--- config.mk ---
export PLATFORM = sky130hd
export DESIGN_NAME = oswb_bridge
export DESIGN_NICKNAME = d
export VERILOG_FILES = /design/src/oswb_pkg.sv /design/src/oswb_stream_if.sv /design/src/oswb_bridge.sv /design/src/oswb_fifo.sv
export SDC_FILE = /design/constraint.sdc
export NUM_CORES = 1
export LEC_CHECK = 0
export ABC_AREA = 1
export BUFFER_PORTS_ARGS = -buffer_cell sky130_fd_sc_hd__buf_2
export CORE_ASPECT_RATIO = 1.75
export CORE_MARGIN = 2
export CORE_UTILIZATION = 60
export CTS_BUF_LIST = sky130_fd_sc_hd__clkbuf_4
export CTS_CLUSTER_SIZE = 20
export DETAILED_ROUTE_END_ITERATION = 8
export GPL_ROUTABILITY_DRIVEN = 0
export HOLD_SLACK_MARGIN = 0.06
export PLACE_DENSITY = 0.9
export RECOVER_POWER = 100
export SYNTH_ARGS = -nofsm -noshare
export SYNTH_HDL_FRONTEND = slang
export SYNTH_HIERARCHICAL = 1
export SYNTH_SLANG_ARGS = --single-unit
--- constraint.sdc ---
create_clock -name sys_clk_i -period 2.85 [get_ports sys_clk_i]
set_input_delay 0.4275 -clock sys_clk_i [delete_from_list [all_inputs] [get_ports sys_clk_i]]
set_output_delay 0.4275 -clock sys_clk_i [all_outputs]
set_load 0.02 [all_outputs]
--- src/oswb_pkg.sv ---
// constants shared by the serial single-wire bridge control block
package oswb_pkg;

	localparam int CLK_MHZ      = 25;
	localparam int CLK_PERIOD_NS = 40;

	// bus timing in microseconds / milliseconds
	localparam int SLOT_US       = 70;
	localparam int LOW1_US       = 6;
	localparam int LOW0_US       = 60;
	localparam int SAMPLE_US     = 15;
	localparam int APU_MAX_US    = 2;
	localparam int RST_LOW_US    = 480;
	localparam int RST_SAMPLE_US = 550;
	localparam int RST_END_US    = 960;
	localparam int PP_512_US     = 512;
	localparam int SPU_524_MS    = 524;

	// same times in clock cycles
	localparam int SLOT_CYC       = SLOT_US * CLK_MHZ;
	localparam int LOW1_CYC       = LOW1_US * CLK_MHZ;
	localparam int LOW0_CYC       = LOW0_US * CLK_MHZ;
	localparam int SAMPLE_CYC     = SAMPLE_US * CLK_MHZ;
	localparam int APU_MAX_CYC    = APU_MAX_US * CLK_MHZ;
	localparam int RST_LOW_CYC    = RST_LOW_US * CLK_MHZ;
	localparam int RST_SAMPLE_CYC = RST_SAMPLE_US * CLK_MHZ;
	localparam int RST_END_CYC    = RST_END_US * CLK_MHZ;
	localparam int PP_CYC         = PP_512_US * CLK_MHZ;
	localparam int SPU_CYC        = SPU_524_MS * 1000 * CLK_MHZ;

	// host byte codes
	localparam logic [7:0] CMD_DATA_MODE = 8'hE1;
	localparam logic [7:0] CMD_CMD_MODE  = 8'hE3;
	localparam logic [7:0] CMD_PP_512    = 8'h29;
	localparam logic [7:0] RSP_PP_512    = 8'h28;
	localparam logic [7:0] CMD_SPU_524   = 8'h39;
	localparam logic [7:0] RSP_SPU_524   = 8'h38;
	localparam logic [7:0] CMD_ARM       = 8'hEF;
	localparam logic [7:0] CMD_DISARM    = 8'hED;
	localparam logic [7:0] CMD_TERM      = 8'hF1;
	localparam logic [7:0] CMD_PROG      = 8'hFD;
	localparam logic [7:0] CMD_RESET     = 8'hC1;
	localparam logic [7:0] RSP_PRES      = 8'hCD;
	localparam logic [7:0] RSP_NOPRES    = 8'hED;
	localparam logic [7:0] RSP_PULSE     = 8'hEC;
	localparam logic [7:0] RSP_PROG      = 8'hFC;

	// register map
	localparam int         APB_AW    = 12;
	localparam logic [11:0] ADDR_CTRL = 12'h000;
	localparam logic [11:0] ADDR_STAT = 12'h004;
	localparam logic [2:0] BAUD_RST  = 3'h0;
	localparam logic [2:0] BAUD_INV_MIN = 3'h4;

	localparam int BYTE_W     = 8;
	localparam int FIFO_DEPTH = 8;

	typedef enum logic [4:0] {
		S_IDLE = 5'b00001,
		S_SLOT = 5'b00010,
		S_RST  = 5'b00100,
		S_PROG = 5'b01000,
		S_SPU  = 5'b10000
	} oswb_state_e;

endpackage

--- src/oswb_stream_if.sv ---
// byte stream carrier with valid and ready
`timescale 1ns/10ps
interface oswb_stream_if #(parameter int W = 8);
	logic         valid;
	logic         ready;
	logic [W-1:0] data;
	modport src (output valid, output data, input ready);
	modport snk (input valid, input data, output ready);
endinterface
--- src/oswb_bridge.sv ---
// serial to single-wire bridge: command interpreter, slot engine, apb registers
//
// Register access over APB and the register addresses were chosen for this implementation.
`timescale 1ns/10ps
//
// Functional notes
// - code 29 selects 512 us program pulse, answered by byte 28.
// - code 39 selects 524 ms strong pullup, answered by byte 38.
// - when armed by EF, each data byte is followed by pullup then pulse response.
// - baud codes 100 to 111 invert serial receive and transmit polarity.
// - active pullup drives rising edges until the line passes the trip level or APU_MAX_CYC cycles pass.
// - infinite pullup ends on F1 at once, then a pulse response is sent.
// - up to nine host bytes are buffered while the previous one is on the bus.
module oswb_bridge
	import oswb_pkg::*;
#(
	parameter int unsigned RST_LOW_P    = oswb_pkg::RST_LOW_CYC,
	parameter int unsigned RST_SAMPLE_P = oswb_pkg::RST_SAMPLE_CYC,
	parameter int unsigned RST_END_P    = oswb_pkg::RST_END_CYC,
	parameter int unsigned PP_P         = oswb_pkg::PP_CYC,
	parameter int unsigned SPU_P        = oswb_pkg::SPU_CYC
) (
	input  wire logic                   sys_clk_i,
	input  wire logic                   sys_rst_i,
	input  wire logic                   apb_psel_i,
	input  wire logic                   apb_penable_i,
	input  wire logic                   apb_pwrite_i,
	input  wire logic [oswb_pkg::APB_AW-1:0] apb_paddr_i,
	input  wire logic [31:0]            apb_pwdata_i,
	output logic      [31:0]            apb_prdata_o,
	output logic                        apb_pready_o,
	output logic                        apb_pslverr_o,
	input  wire logic                   host_rx_valid_i,
	input  wire logic [7:0]             host_rx_data_i,
	output logic                        host_rx_ready_o,
	output logic                        host_tx_valid_o,
	output logic      [7:0]             host_tx_data_o,
	input  wire logic                   host_tx_ready_i,
	input  wire logic                   rxd_pin_i,
	output logic                        rxd_o,
	input  wire logic                   txd_i,
	output logic                        txd_pin_o,
	input  wire logic                   owire_i,
	output logic                        owire_o,
	output logic                        owire_oe_o,
	input  wire logic                   bus_above_trip_i,
	output logic                        apu_o,
	output logic                        spu_o,
	output logic                        prog_o
);
	import oswb_pkg::*;

	function automatic logic addr_ok(input logic [APB_AW-1:0] a);
		addr_ok = (a == ADDR_CTRL) || (a == ADDR_STAT);
	endfunction

	oswb_stream_if #(.W(BYTE_W)) in_if ();
	oswb_stream_if #(.W(BYTE_W)) out_if ();

	oswb_state_e state_q;
	logic [31:0] tmr_q;
	logic        data_mode_q;
	logic        armed_q;
	logic        spu_timed_q;
	logic        pp_sel_q;
	logic        spu_sel_q;
	logic [7:0]  byte_q;
	logic [7:0]  rx_sh_q;
	logic [2:0]  bit_q;
	logic        samp_q;
	logic        pres_q;
	logic        drive_q;
	logic        drive_d;
	logic        resp_valid_q;
	logic [7:0]  resp_q;
	logic [2:0]  baud_q;
	logic        inv;
	logic        apu_q;
	logic [7:0]  apu_tmr_q;
	logic        rxd_q;
	logic        txd_q;
	logic [31:0] prdata_q;
	logic [7:0]  head;
	logic        take;
	logic        take_term;
	logic        slot_end;
	logic        rst_end;
	logic        prog_end;
	logic        spu_end;
	logic        cfg_hit;
	logic        ld_resp;
	logic [7:0]  ld_val;

	////////////////////////////////////////////////////////////////////////
	// host byte buffer
	assign in_if.valid     = host_rx_valid_i;
	assign in_if.data      = host_rx_data_i;
	assign host_rx_ready_o = in_if.ready;

	oswb_fifo #(.W(BYTE_W), .DEPTH(FIFO_DEPTH)) u_fifo (
		.sys_clk_i (sys_clk_i),
		.sys_rst_i (sys_rst_i),
		.in_s      (in_if.snk),
		.out_s     (out_if.src)
	);

	assign head      = out_if.data;
	assign take      = (state_q == S_IDLE) && out_if.valid && !resp_valid_q;
	assign take_term = (state_q == S_SPU) && !spu_timed_q && out_if.valid
		&& (head == CMD_TERM) && !resp_valid_q;
	assign out_if.ready = take || take_term;

	////////////////////////////////////////////////////////////////////////
	// end-of-activity detection and responses
	assign slot_end = (state_q == S_SLOT) && (tmr_q == 32'(SLOT_CYC - 1)) && (bit_q == 3'h7);
	assign rst_end  = (state_q == S_RST) && (tmr_q == 32'(RST_END_P - 1));
	assign prog_end = (state_q == S_PROG) && (tmr_q == 32'(PP_P - 1));
	assign spu_end  = (state_q == S_SPU) && !resp_valid_q
		&& (spu_timed_q ? (tmr_q >= 32'(SPU_P - 1)) : take_term);
	assign cfg_hit  = take && !data_mode_q && ((head == CMD_PP_512) || (head == CMD_SPU_524));
	assign ld_resp  = slot_end || rst_end || prog_end || spu_end || cfg_hit;

	always_comb
	begin
		if (slot_end)
			ld_val = {samp_q, rx_sh_q[7:1]};
		else if (rst_end)
			ld_val = pres_q ? RSP_PRES : RSP_NOPRES;
		else if (prog_end)
			ld_val = RSP_PROG;
		else if (spu_end)
			ld_val = RSP_PULSE;
		else if (head == CMD_PP_512)
			ld_val = RSP_PP_512;
		else
			ld_val = RSP_SPU_524;
	end

	// a new answer wins over the host taking the old one
	always_ff @(posedge sys_clk_i)
	begin
		if (sys_rst_i)
		begin
			resp_valid_q <= 1'b0;
			resp_q       <= 8'h00;
		end
		else if (ld_resp)
		begin
			resp_valid_q <= 1'b1;
			resp_q       <= ld_val;
		end
		else if (host_tx_ready_i)
			resp_valid_q <= 1'b0;
	end

	assign host_tx_valid_o = resp_valid_q;
	assign host_tx_data_o  = resp_q;

	////////////////////////////////////////////////////////////////////////
	// command interpreter and bus engine
	always_ff @(posedge sys_clk_i)
	begin
		if (sys_rst_i)
		begin
			state_q     <= S_IDLE;
			tmr_q       <= '0;
			data_mode_q <= 1'b0;
			armed_q     <= 1'b0;
			spu_timed_q <= 1'b0;
			pp_sel_q    <= 1'b0;
			spu_sel_q   <= 1'b0;
			byte_q      <= 8'h00;
			rx_sh_q     <= 8'h00;
			bit_q       <= 3'h0;
			samp_q      <= 1'b0;
			pres_q      <= 1'b0;
		end
		else
		begin
			case (state_q)
				S_IDLE:
				begin
					tmr_q <= '0;
					if (take && data_mode_q)
					begin
						if (head == CMD_CMD_MODE)
							data_mode_q <= 1'b0;
						else
						begin
							byte_q  <= head;
							bit_q   <= 3'h0;
							state_q <= S_SLOT;
						end
					end
					else if (take)
					begin
						case (head)
							CMD_DATA_MODE: data_mode_q <= 1'b1;
							CMD_PP_512:    pp_sel_q <= 1'b1;
							CMD_SPU_524:   spu_sel_q <= 1'b1;
							CMD_RESET:     state_q <= S_RST;
							CMD_PROG:      state_q <= S_PROG;
							CMD_ARM:
							begin
								armed_q     <= 1'b1;
								spu_timed_q <= 1'b0;
								state_q     <= S_SPU;
							end
							CMD_DISARM:
							begin
								armed_q     <= 1'b0;
								spu_timed_q <= 1'b0;
								state_q     <= S_SPU;
							end
							default: ;
						endcase
					end
				end
				S_SLOT:
				begin
					if (tmr_q == 32'(SAMPLE_CYC))
						samp_q <= owire_i;
					if (tmr_q == 32'(SLOT_CYC - 1))
					begin
						tmr_q   <= '0;
						byte_q  <= {1'b0, byte_q[7:1]};
						rx_sh_q <= {samp_q, rx_sh_q[7:1]};
						bit_q   <= bit_q + 3'h1;
						if (bit_q == 3'h7)
						begin
							spu_timed_q <= 1'b1;
							state_q     <= armed_q ? S_SPU : S_IDLE;
						end
					end
					else
						tmr_q <= tmr_q + 32'h1;
				end
				S_RST:
				begin
					if (tmr_q == 32'(RST_SAMPLE_P))
						pres_q <= !owire_i;
					tmr_q <= tmr_q + 32'h1;
					if (rst_end)
						state_q <= S_IDLE;
				end
				S_PROG:
				begin
					tmr_q <= tmr_q + 32'h1;
					if (prog_end)
						state_q <= S_IDLE;
				end
				S_SPU:
				begin
					if (spu_end)
					begin
						tmr_q   <= '0;
						state_q <= S_IDLE;
					end
					else if (tmr_q < 32'(SPU_P - 1))
						tmr_q <= tmr_q + 32'h1;
				end
				default: state_q <= S_IDLE;
			endcase
		end
	end

	////////////////////////////////////////////////////////////////////////
	// bus pins and active pullup
	always_comb
	begin
		drive_d = 1'b0;
		if (state_q == S_SLOT)
			drive_d = tmr_q < (byte_q[0] ? 32'(LOW1_CYC) : 32'(LOW0_CYC));
		else if (state_q == S_RST)
			drive_d = tmr_q < 32'(RST_LOW_P);
	end

	always_ff @(posedge sys_clk_i)
	begin
		if (sys_rst_i)
			drive_q <= 1'b0;
		else
			drive_q <= drive_d;
	end

	always_ff @(posedge sys_clk_i)
	begin
		if (sys_rst_i)
		begin
			apu_q     <= 1'b0;
			apu_tmr_q <= 8'h00;
		end
		else if (drive_q && !drive_d)
		begin
			apu_q     <= 1'b1;
			apu_tmr_q <= 8'h00;
		end
		else if (apu_q && (bus_above_trip_i || apu_tmr_q == 8'(APU_MAX_CYC - 1)))
			apu_q <= 1'b0;
		else if (apu_q)
			apu_tmr_q <= apu_tmr_q + 8'h01;
	end

	assign owire_o    = 1'b0;
	assign owire_oe_o = drive_q;
	assign apu_o      = apu_q;
	assign spu_o      = (state_q == S_SPU);
	assign prog_o     = (state_q == S_PROG);

	////////////////////////////////////////////////////////////////////////
	// serial polarity
	assign inv = (baud_q >= BAUD_INV_MIN);

	always_ff @(posedge sys_clk_i)
	begin
		if (sys_rst_i)
		begin
			rxd_q <= 1'b1;
			txd_q <= 1'b1;
		end
		else
		begin
			rxd_q <= rxd_pin_i ^ inv;
			txd_q <= txd_i ^ inv;
		end
	end

	assign rxd_o     = rxd_q;
	assign txd_pin_o = txd_q;

	////////////////////////////////////////////////////////////////////////
	// apb slave: zero wait states, data latched in setup phase
	always_ff @(posedge sys_clk_i)
	begin
		if (sys_rst_i)
			baud_q <= BAUD_RST;
		else if (apb_psel_i && apb_penable_i && apb_pwrite_i && apb_paddr_i == ADDR_CTRL)
			baud_q <= apb_pwdata_i[2:0];
	end

	always_ff @(posedge sys_clk_i)
	begin
		if (sys_rst_i)
			prdata_q <= '0;
		else if (apb_psel_i && !apb_penable_i)
		begin
			if (apb_paddr_i == ADDR_CTRL)
				prdata_q <= {29'h0, baud_q};
			else if (apb_paddr_i == ADDR_STAT)
				prdata_q <= {19'h0, state_q, out_if.valid, resp_valid_q, pres_q,
					spu_sel_q, pp_sel_q, armed_q, data_mode_q, inv};
			else
				prdata_q <= '0;
		end
	end

	assign apb_prdata_o  = prdata_q;
	assign apb_pready_o  = 1'b1;
	assign apb_pslverr_o = apb_psel_i && apb_penable_i && !addr_ok(apb_paddr_i);

	////////////////////////////////////////////////////////////////////////
	// checks
	cfg_pp_resp_a: assert property (@(posedge sys_clk_i) disable iff (sys_rst_i)
		take && !data_mode_q && head == CMD_PP_512 |=> host_tx_valid_o && host_tx_data_o == RSP_PP_512)
		else $error("program pulse config not answered with 28");
	cfg_spu_resp_a: assert property (@(posedge sys_clk_i) disable iff (sys_rst_i)
		take && !data_mode_q && head == CMD_SPU_524 |=> host_tx_valid_o && host_tx_data_o == RSP_SPU_524)
		else $error("pullup config not answered with 38");
	armed_spu_a: assert property (@(posedge sys_clk_i) disable iff (sys_rst_i)
		slot_end && armed_q |=> spu_o && spu_timed_q && host_tx_valid_o)
		else $error("armed pullup did not follow data byte");
	pol_inv_a: assert property (@(posedge sys_clk_i) disable iff (sys_rst_i)
		baud_q >= BAUD_INV_MIN |=> txd_pin_o == !$past(txd_i) && rxd_o == !$past(rxd_pin_i))
		else $error("serial polarity not inverted");
	apu_on_a: assert property (@(posedge sys_clk_i) disable iff (sys_rst_i)
		$fell(owire_oe_o) |-> apu_o)
		else $error("active pullup missing on rising edge");
	term_end_a: assert property (@(posedge sys_clk_i) disable iff (sys_rst_i)
		take_term |=> !spu_o ##0 host_tx_valid_o && host_tx_data_o == RSP_PULSE)
		else $error("termination did not end pullup with pulse response");
	buf_ready_a: assert property (@(posedge sys_clk_i) disable iff (sys_rst_i)
		state_q == S_SLOT && !out_if.valid |-> host_rx_ready_o)
		else $error("byte buffer refused while bus busy");
	mode_quiet_a: assert property (@(posedge sys_clk_i) disable iff (sys_rst_i)
		take && !resp_valid_q && (head == CMD_DATA_MODE || (data_mode_q && head == CMD_CMD_MODE))
		|=> !host_tx_valid_o)
		else $error("mode switch produced a response");
endmodule // oswb_bridge

--- src/oswb_fifo.sv ---
// host byte fifo with registered output stage
`timescale 1ns/10ps
module oswb_fifo #(
	parameter int W     = 8,
	parameter int DEPTH = 8
) (
	input  wire logic      sys_clk_i,
	input  wire logic      sys_rst_i,
	oswb_stream_if.snk     in_s,
	oswb_stream_if.src     out_s
);
	localparam int PW = $clog2(DEPTH);

	logic [W-1:0]  mem_q [DEPTH];
	logic [PW-1:0] wr_q;
	logic [PW-1:0] rd_q;
	logic [PW:0]   cnt_q;
	logic          ov_q;
	logic [W-1:0]  od_q;
	logic          push;
	logic          pop;

	assign in_s.ready  = (cnt_q != (PW+1)'(DEPTH));
	assign push        = in_s.valid && in_s.ready;
	assign pop         = (cnt_q != '0) && (!ov_q || out_s.ready);
	assign out_s.valid = ov_q;
	assign out_s.data  = od_q;

	always_ff @(posedge sys_clk_i)
	begin
		if (push)
			mem_q[wr_q] <= in_s.data;
	end

	always_ff @(posedge sys_clk_i)
	begin
		if (sys_rst_i)
		begin
			wr_q  <= '0;
			rd_q  <= '0;
			cnt_q <= '0;
		end
		else
		begin
			if (push)
				wr_q <= (wr_q == PW'(DEPTH-1)) ? '0 : wr_q + 1'b1;
			if (pop)
				rd_q <= (rd_q == PW'(DEPTH-1)) ? '0 : rd_q + 1'b1;
			cnt_q <= cnt_q + (PW+1)'(push) - (PW+1)'(pop);
		end
	end

	always_ff @(posedge sys_clk_i)
	begin
		if (sys_rst_i)
		begin
			ov_q <= 1'b0;
			od_q <= '0;
		end
		else if (pop)
		begin
			ov_q <= 1'b1;
			od_q <= mem_q[rd_q];
		end
		else if (out_s.ready)
			ov_q <= 1'b0;
	end
endmodule // oswb_fifo

Word level (Yosys, flattened, before mapping):

Memory sizes are Yosys's and may differ from the RTL's. A register that Yosys moved wholly into a read port is not among the register bits.
Cells that the tools add are included.

* eq/ne operators: 40
* bitwise gates (word level): 4
* multiplexer cells: 56
* magnitude comparators: 5
* reduce and logical (&&, ||, !) cells: 66
* add/sub/neg operators: 7

Operator list (number)
* $pmux W32 S4: 1
* $mux W32: 3
* $eq A32 B14 Y1 const B: 2
* $eq A8 B8 Y1 const B: 7
* $mux W8: 7
* $mux W5: 10
* $add A32 B1 Y32 const B: 1
* $eq A32 B11 Y1 const B: 1
* $eq A32 B15 Y1 const B: 1
* $eq A32 B9 Y1 const B: 1
* $ge A32 B24 Y1 const B: 1
* $lt A32 B11 Y1: 1
* $lt A32 B14 Y1 const B: 1
* $lt A32 B24 Y1 const B: 1
* $mux W13: 2
* $pmux W5 S5: 1
* $eq A8 B6 Y1 const B: 3
* $logic_and A1 B1 Y1: 24
* $mux W1: 20
* $reduce_and A4 Y1: 5
* $pmux W8 S2: 1
* $mux W3: 5
* $pmux W5 S3: 1
* $ne A2 B2 Y1 const B: 7
* 33 further kinds: 71

* register bits: 130
* bits in writable memories: 64
* word-level logic and storage cells: 204
* bits of input ports: 63
* memories kept: 1
* output and inout bits: 51

Memories
* u_fifo.mem_q: depth 8, bits a word 8, read ports 1, clocked after Yosys merged registers in 1, wr ports 1, line oswb_fifo.sv:14 `logic [W-1:0] mem_q [DEPTH];`

Longest topological paths before layout:

* depth after elaboration: 11
* gate-level depth with buffers: 17
* gate-level depth less buffers: 16

Modules after synthesis:

The synthesis kept the hierarchy.

Modules (own cells, without submodules)
* oswb_bridge: cells an instance 970, seq. area each 1981.9 um^2, times used 1, area an instance 6088.3 um^2
* oswb_fifo: cells an instance 364, seq. area each 2302.2 um^2, times used 1, area an instance 3629.7 um^2

Worst setup path after synthesis:

OpenSTA, ideal clock, no wires.

* kind: reg-to-reg
* start: register state_q[0]
* end: register u_fifo.cnt_q[1]
* stages on the path, launching flop included: 15
* arrival time: 2.287 ns
* path buffers: 1
* period minus slack after synthesis: 2.414 ns
* setup time: 0.128 ns
* required time: 2.722 ns
* setup slack: 0.436 ns
* path through: dfxtp_1 > nor2_1 > nand2_1 > nor2_4 > nand4_1 > nand2_1 > o21ai_2 > inv_1 > buf_2 > ha_1 > inv_1 > ha_1 > fa_1 > inv_1 > nor2_1

* word-level cells in the longest chain between the ends: 9
* elaborated cells on any way between the ends: 12
* classes of those cells: 1 x add/sub; 2 x eq/ne; 9 x reduce/logical

RTL lines
* start: declaration: line oswb_bridge.sv:60 `oswb_state_e state_q;`
* start signal: assignment: line oswb_bridge.sv:232 `state_q <= armed_q ? S_SPU : S_IDLE;`
* $eq A5 B5 Y1
* via spu_o: line oswb_bridge.sv:48 `output logic spu_o,`
* $logic_and A1 B1 Y1 (2 in series): line oswb_bridge.sv:109 `assign take_term = (state_q == S_SPU) && !spu_timed_q && out_if.valid`
* $logic_and A1 B1 Y1 (2 in series): line oswb_bridge.sv:110 `&& (head == CMD_TERM) && !resp_valid_q;`
* $logic_or A1 B1 Y1: line oswb_bridge.sv:111 `assign out_if.ready = take || take_term;`
* via out_if.ready: line oswb_stream_if.sv:5 `logic ready;`
* $logic_or A1 B1 Y1: line oswb_fifo.sv:25 `assign pop = (cnt_q != '0) && (!ov_q || out_s.ready);`
* $logic_and A1 B1 Y1: line oswb_fifo.sv:25
* via u_fifo.pop: line oswb_fifo.sv:21 `logic pop;`
* $sub A4 B1 Y4: line oswb_fifo.sv:49 `cnt_q <= cnt_q + (PW+1)'(push) - (PW+1)'(pop);`
* end signal: assignment: line oswb_fifo.sv:49
* end: declaration: line oswb_fifo.sv:17 `logic [PW:0] cnt_q;`

The timed path passes the listed nets, and every way through them passes these cells.
A chain may end at the register's enable or synchronous reset.

Final worst setup path:

* start: register state_q[0]
* end: register u_fifo.cnt_q[2]

* word-level cells in the longest chain between the ends: 9
* elaborated cells on any way between the ends: 12
* classes of those cells: 1 x add/sub; 2 x eq/ne; 9 x reduce/logical

RTL lines (line)
* $eq A5 B5 Y1: oswb_bridge.sv:109
* $logic_and A1 B1 Y1 (2 in series): oswb_bridge.sv:109
* $logic_and A1 B1 Y1 (2 in series): oswb_bridge.sv:110
* $logic_or A1 B1 Y1 (*): oswb_bridge.sv:111
* via out_if.ready: oswb_stream_if.sv:5
* $logic_or A1 B1 Y1 (*): oswb_fifo.sv:25
* $logic_and A1 B1 Y1 (*): oswb_fifo.sv:25
* $sub A4 B1 Y4 (*): oswb_fifo.sv:49

The timed path passes the listed nets; every way through them passes the cells marked *.

==> key figures <==
Clock network
  • CTS Root Cell: clkbuf_4
  • Clk pin slew, worst setup/hold paths: 160 ps
  • Clock Latency Late Sink: 570 ps
  • Postcts setup bufs: 0
  • CTS H-tree lvls: 4
  • Clock buffer count from CTS: 17
  • TritonCTS clock tree: built
  • # clock sinks: 182
  • Clock buffer depth: 2

Synth
  • Avg Cell Area, Syn: ~7.3 um2
  • Area leader, netlist: dfxtp_1
  • Area contributors post-synth: dfxtp_1, edfxtp_1, nand2_1
  • Ys flop type: dfxtp_1
  • Post-synthesis sequential area ratio: 44.1%
  • Post-synth cell types: 46
  • Mapped Cells: roughly 1,300
  • Warnings from Yosys: 6
  • Flops & latches, synth: 182
  • Mapped cell area: 9720 um2
  • Commonest cells post-synth: nand2_1, nor2_1, inv_1, dfxtp_1, nand3_1
  • Count leader, synth: nand2_1
  • Yosys top cell area share: 24.3%
  • Post-synth ARST share: 0%
  • Post-synth EDFFs: 64

Setup path
  • Worst-path maximum fanout: 13
  • Worst R2R Start: state_q[0]
  • Setup slack, reg-to-reg: 140 ps
  • CP startpoint kind: flop
  • Critical path class: reg2reg
  • R2R Path End: u_fifo/cnt_q[2]
  • Required time worst endpoint: 3300 ps
  • WP data arrival: 3160 ps
  • Cells on worst reg2reg path: 13
  • Crit end category: flop

Timing
  • F_max: roughly 370 MHz
  • Final setup violation count: 0
  • Rel. slew slack: between 40% and 50%
  • Worst Slack Setup Final: 135 ps
  • Pins Over Slew Limit: 0
  • Tcrit/Tclk final: 95.3%
  • Least-Margin Pin Slew: roughly 850 ps
  • Unrepaired setup endpoints after global routing: yes
  • Minimum clock period: 2710 ps
  • Hold Fails Final Rpt: 0
  • Final setup skew: 29.2 ps
  • Setup TNS: 0 ps

Placed design
  • Port bufs: 63
  • Dpl hpwl: 16.7 mm
  • Placed instance count: 1,557
  • Pre-CTS setup slack: 82.7 ps
  • Placed Area: 10,100 um2

Die
  • Die height: around 170 um
  • Io pins: ~110
  • Row count: 61
  • Initial core utilization: approximately three fifths
  • Total core area: 15,900 um2
  • Die area: 17,300 um2
  • Die width: 100 um

Pwr
  • P_int: 0.00499 W
  • Flop pwr share: 40.0%
  • Leak pwr: 4.49 nW
  • P per Cell Area: 899 nW/um2
  • Gate power share: 43.7%
  • Clock power share: 16.3%
  • Sw Share: 46.2%
  • Switching power: 0.00430 W
  • Maximum vdd drop: 0.613 mV

Global route
  • Aggregate global routing overflow: 0
  • Tot GR Track Use: roughly 28%
  • Largest net degree at the start of global routing: 47
  • First-pass GRT wire length: 38.1 mm
  • Vias in the first global route: 8,491
  • Initial antenna violation count: 1

Detailed routing
  • Vias: 8,820
  • Final wirelength: 23.0 mm
  • Drc violations: 0
  • Remaining antenna violation count: 0
  • Vias per cell: between 5 and 6
  • DR WL/cell: 14.5 um
  • Drt first-iter violations: 716
  • Pre-antenna DRT Iters: 9

Hold path
  • Path type of the worst min-delay path: in2reg
  • HP Start: apb_pwdata_i[2]
  • Worst hold stages: 3
  • Worst Hold Path EP: baud_q[2]

Finish
  • Final instance area: approximately 10,000 um2
  • NumNets Final: 1,475
  • Layout fillers: approximately 1,300
  • Layout cells sized above 1: 7.48%
  • Fin cells: 1,593
  • Area delta synth->final: 6.31%
  • Final core occ: between 60% and 70%

Job
  • Max cap viols: 0

Status
  • Status: complete, no violations
==> routing by layer <==
metal / vias to the layer above / share of wire, % / track usage [%]
met4: 0 / 7.0 / 20.3
li1: 4348 / - / -
met5: - / 0 / 0
met1: 3992 / 35 / 26.6
met3: 136 / 4.8 / 4.73
met2: 344 / 53 / 52.0
==> worst max-delay path, cell delays in order (launching register included) <==
cell	delay, ps
dfxtp_1	480
nor2_1	120
nand2_1	120
nor2_4	60
nand4_1	120
nand2_1	120
o21ai_4	340
inv_1	120
ha_1	290
inv_1	40
ha_1	210
fa_1	380
xnor2_1	160
nor2_1	50
==> state kept, by name, indices dropped and copies added, names as in the netlist, 3 cells and up <==
register	flops
apu_tmr_q	8
bit_q	3
u_fifo/cnt_q	4
u_fifo/mem_q	64
u_fifo/out_s.data	8
byte_q	8
rx_sh_q	7
baud_q	3
u_fifo/wr_q	3
host_tx_data_o	8
state_q	5
apb_prdata_o	13
u_fifo/rd_q	3
tmr_q	32
==> cell families after synthesis <==
group | share of synthesized area, %
adder cells (fa/ha/maj) | 2.91
AND/OR/NAND/NOR | 30.6
other | 0.0773
AO/OA/AOI/OAI | 8.92
XOR/XNOR | 1.44
flip-flops | 44.1
buffers and inverters | 12.0
==> power groups by stage <==
stage | sequential [W] | clock [W] | combinational, W
final | 0.00371 | 0.00151 | 0.00406
after global routing | 0.00377 | 0.00163 | 0.00466
after CTS | 0.00368 | 0.00155 | 0.00403
after detailed placement | 0.00374 | 0 | 0.00400
after global placement | 0.00372 | 0 | 0.00384
after floorplan | 0.00355 | 0 | 0.00347
==> layout make-up <==
class	count	area, um2	area share (%)
flip-flops and latches	182	4280	41.5
clock buffers	17	128	1.24
clock inverters	15	188	1.82
repair buffers	86	428	4.14
well taps	189	236	2.29
multi-input cells	914	4350	42.1
diodes	1	2.50	0.0242
inverters	189	714	6.92
==> metrics by stage <==
step / total power [W] / hold slack, ps
6_report: 0.00929 / 139
2_1_floorplan: 0.00702 / 420
4_1_cts: 0.00927 / 68.7
3_5_place_dp: 0.00774 / 439
5_1_grt: 0.0101 / 127
3_3_place_gp: 0.00756 / 431
==> layout by cell type, fill, tap and decap left out, types with 3 or more instances in the layout <==
cell type and instances:
buf_2 26, nand4_1 22, nand2_2 3, o21ai_0 59
inv_8 5, inv_2 10, xor2_1 13, nand3_1 103
clkbuf_1 46, nor3_1 27, a211oi_1 5, clkbuf_4 17
nor2_2 6, nand2_1 320, or2_2 3, o211ai_1 6
conb_1 21, a21oi_1 78, edfxtp_1 64, dfxtp_1 118
xnor2_1 3, inv_1 176, nor2_1 187, buf_4 10
nor4_1 7, a31oi_1 5, nor3b_1 3, ha_1 21
clkinv_8 3, nand3_2 4, inv_6 5, dlygate4sd3_1 3
==> worst max-delay path by stage <==
stage                          start              end  slack, ps
after CTS                 state_q[0]  u_fifo/cnt_q[2]         40
after global routing      state_q[0]  u_fifo/cnt_q[2]        -50
after global placement    state_q[0]  u_fifo/cnt_q[2]        180
after floorplan           state_q[0]  u_fifo/cnt_q[1]        440
final                     state_q[0]  u_fifo/cnt_q[2]        140
after detailed placement  state_q[0]  u_fifo/cnt_q[2]         80
==> what timing repair did <==
item                                   4_1_cts  5_1_grt
hold buffers                                 3        0
endpoints found under the hold margin        3        0
setup endpoints to repair                    0        7
gates resized for setup                      0        2
Power figures use the tool's default switching activity.
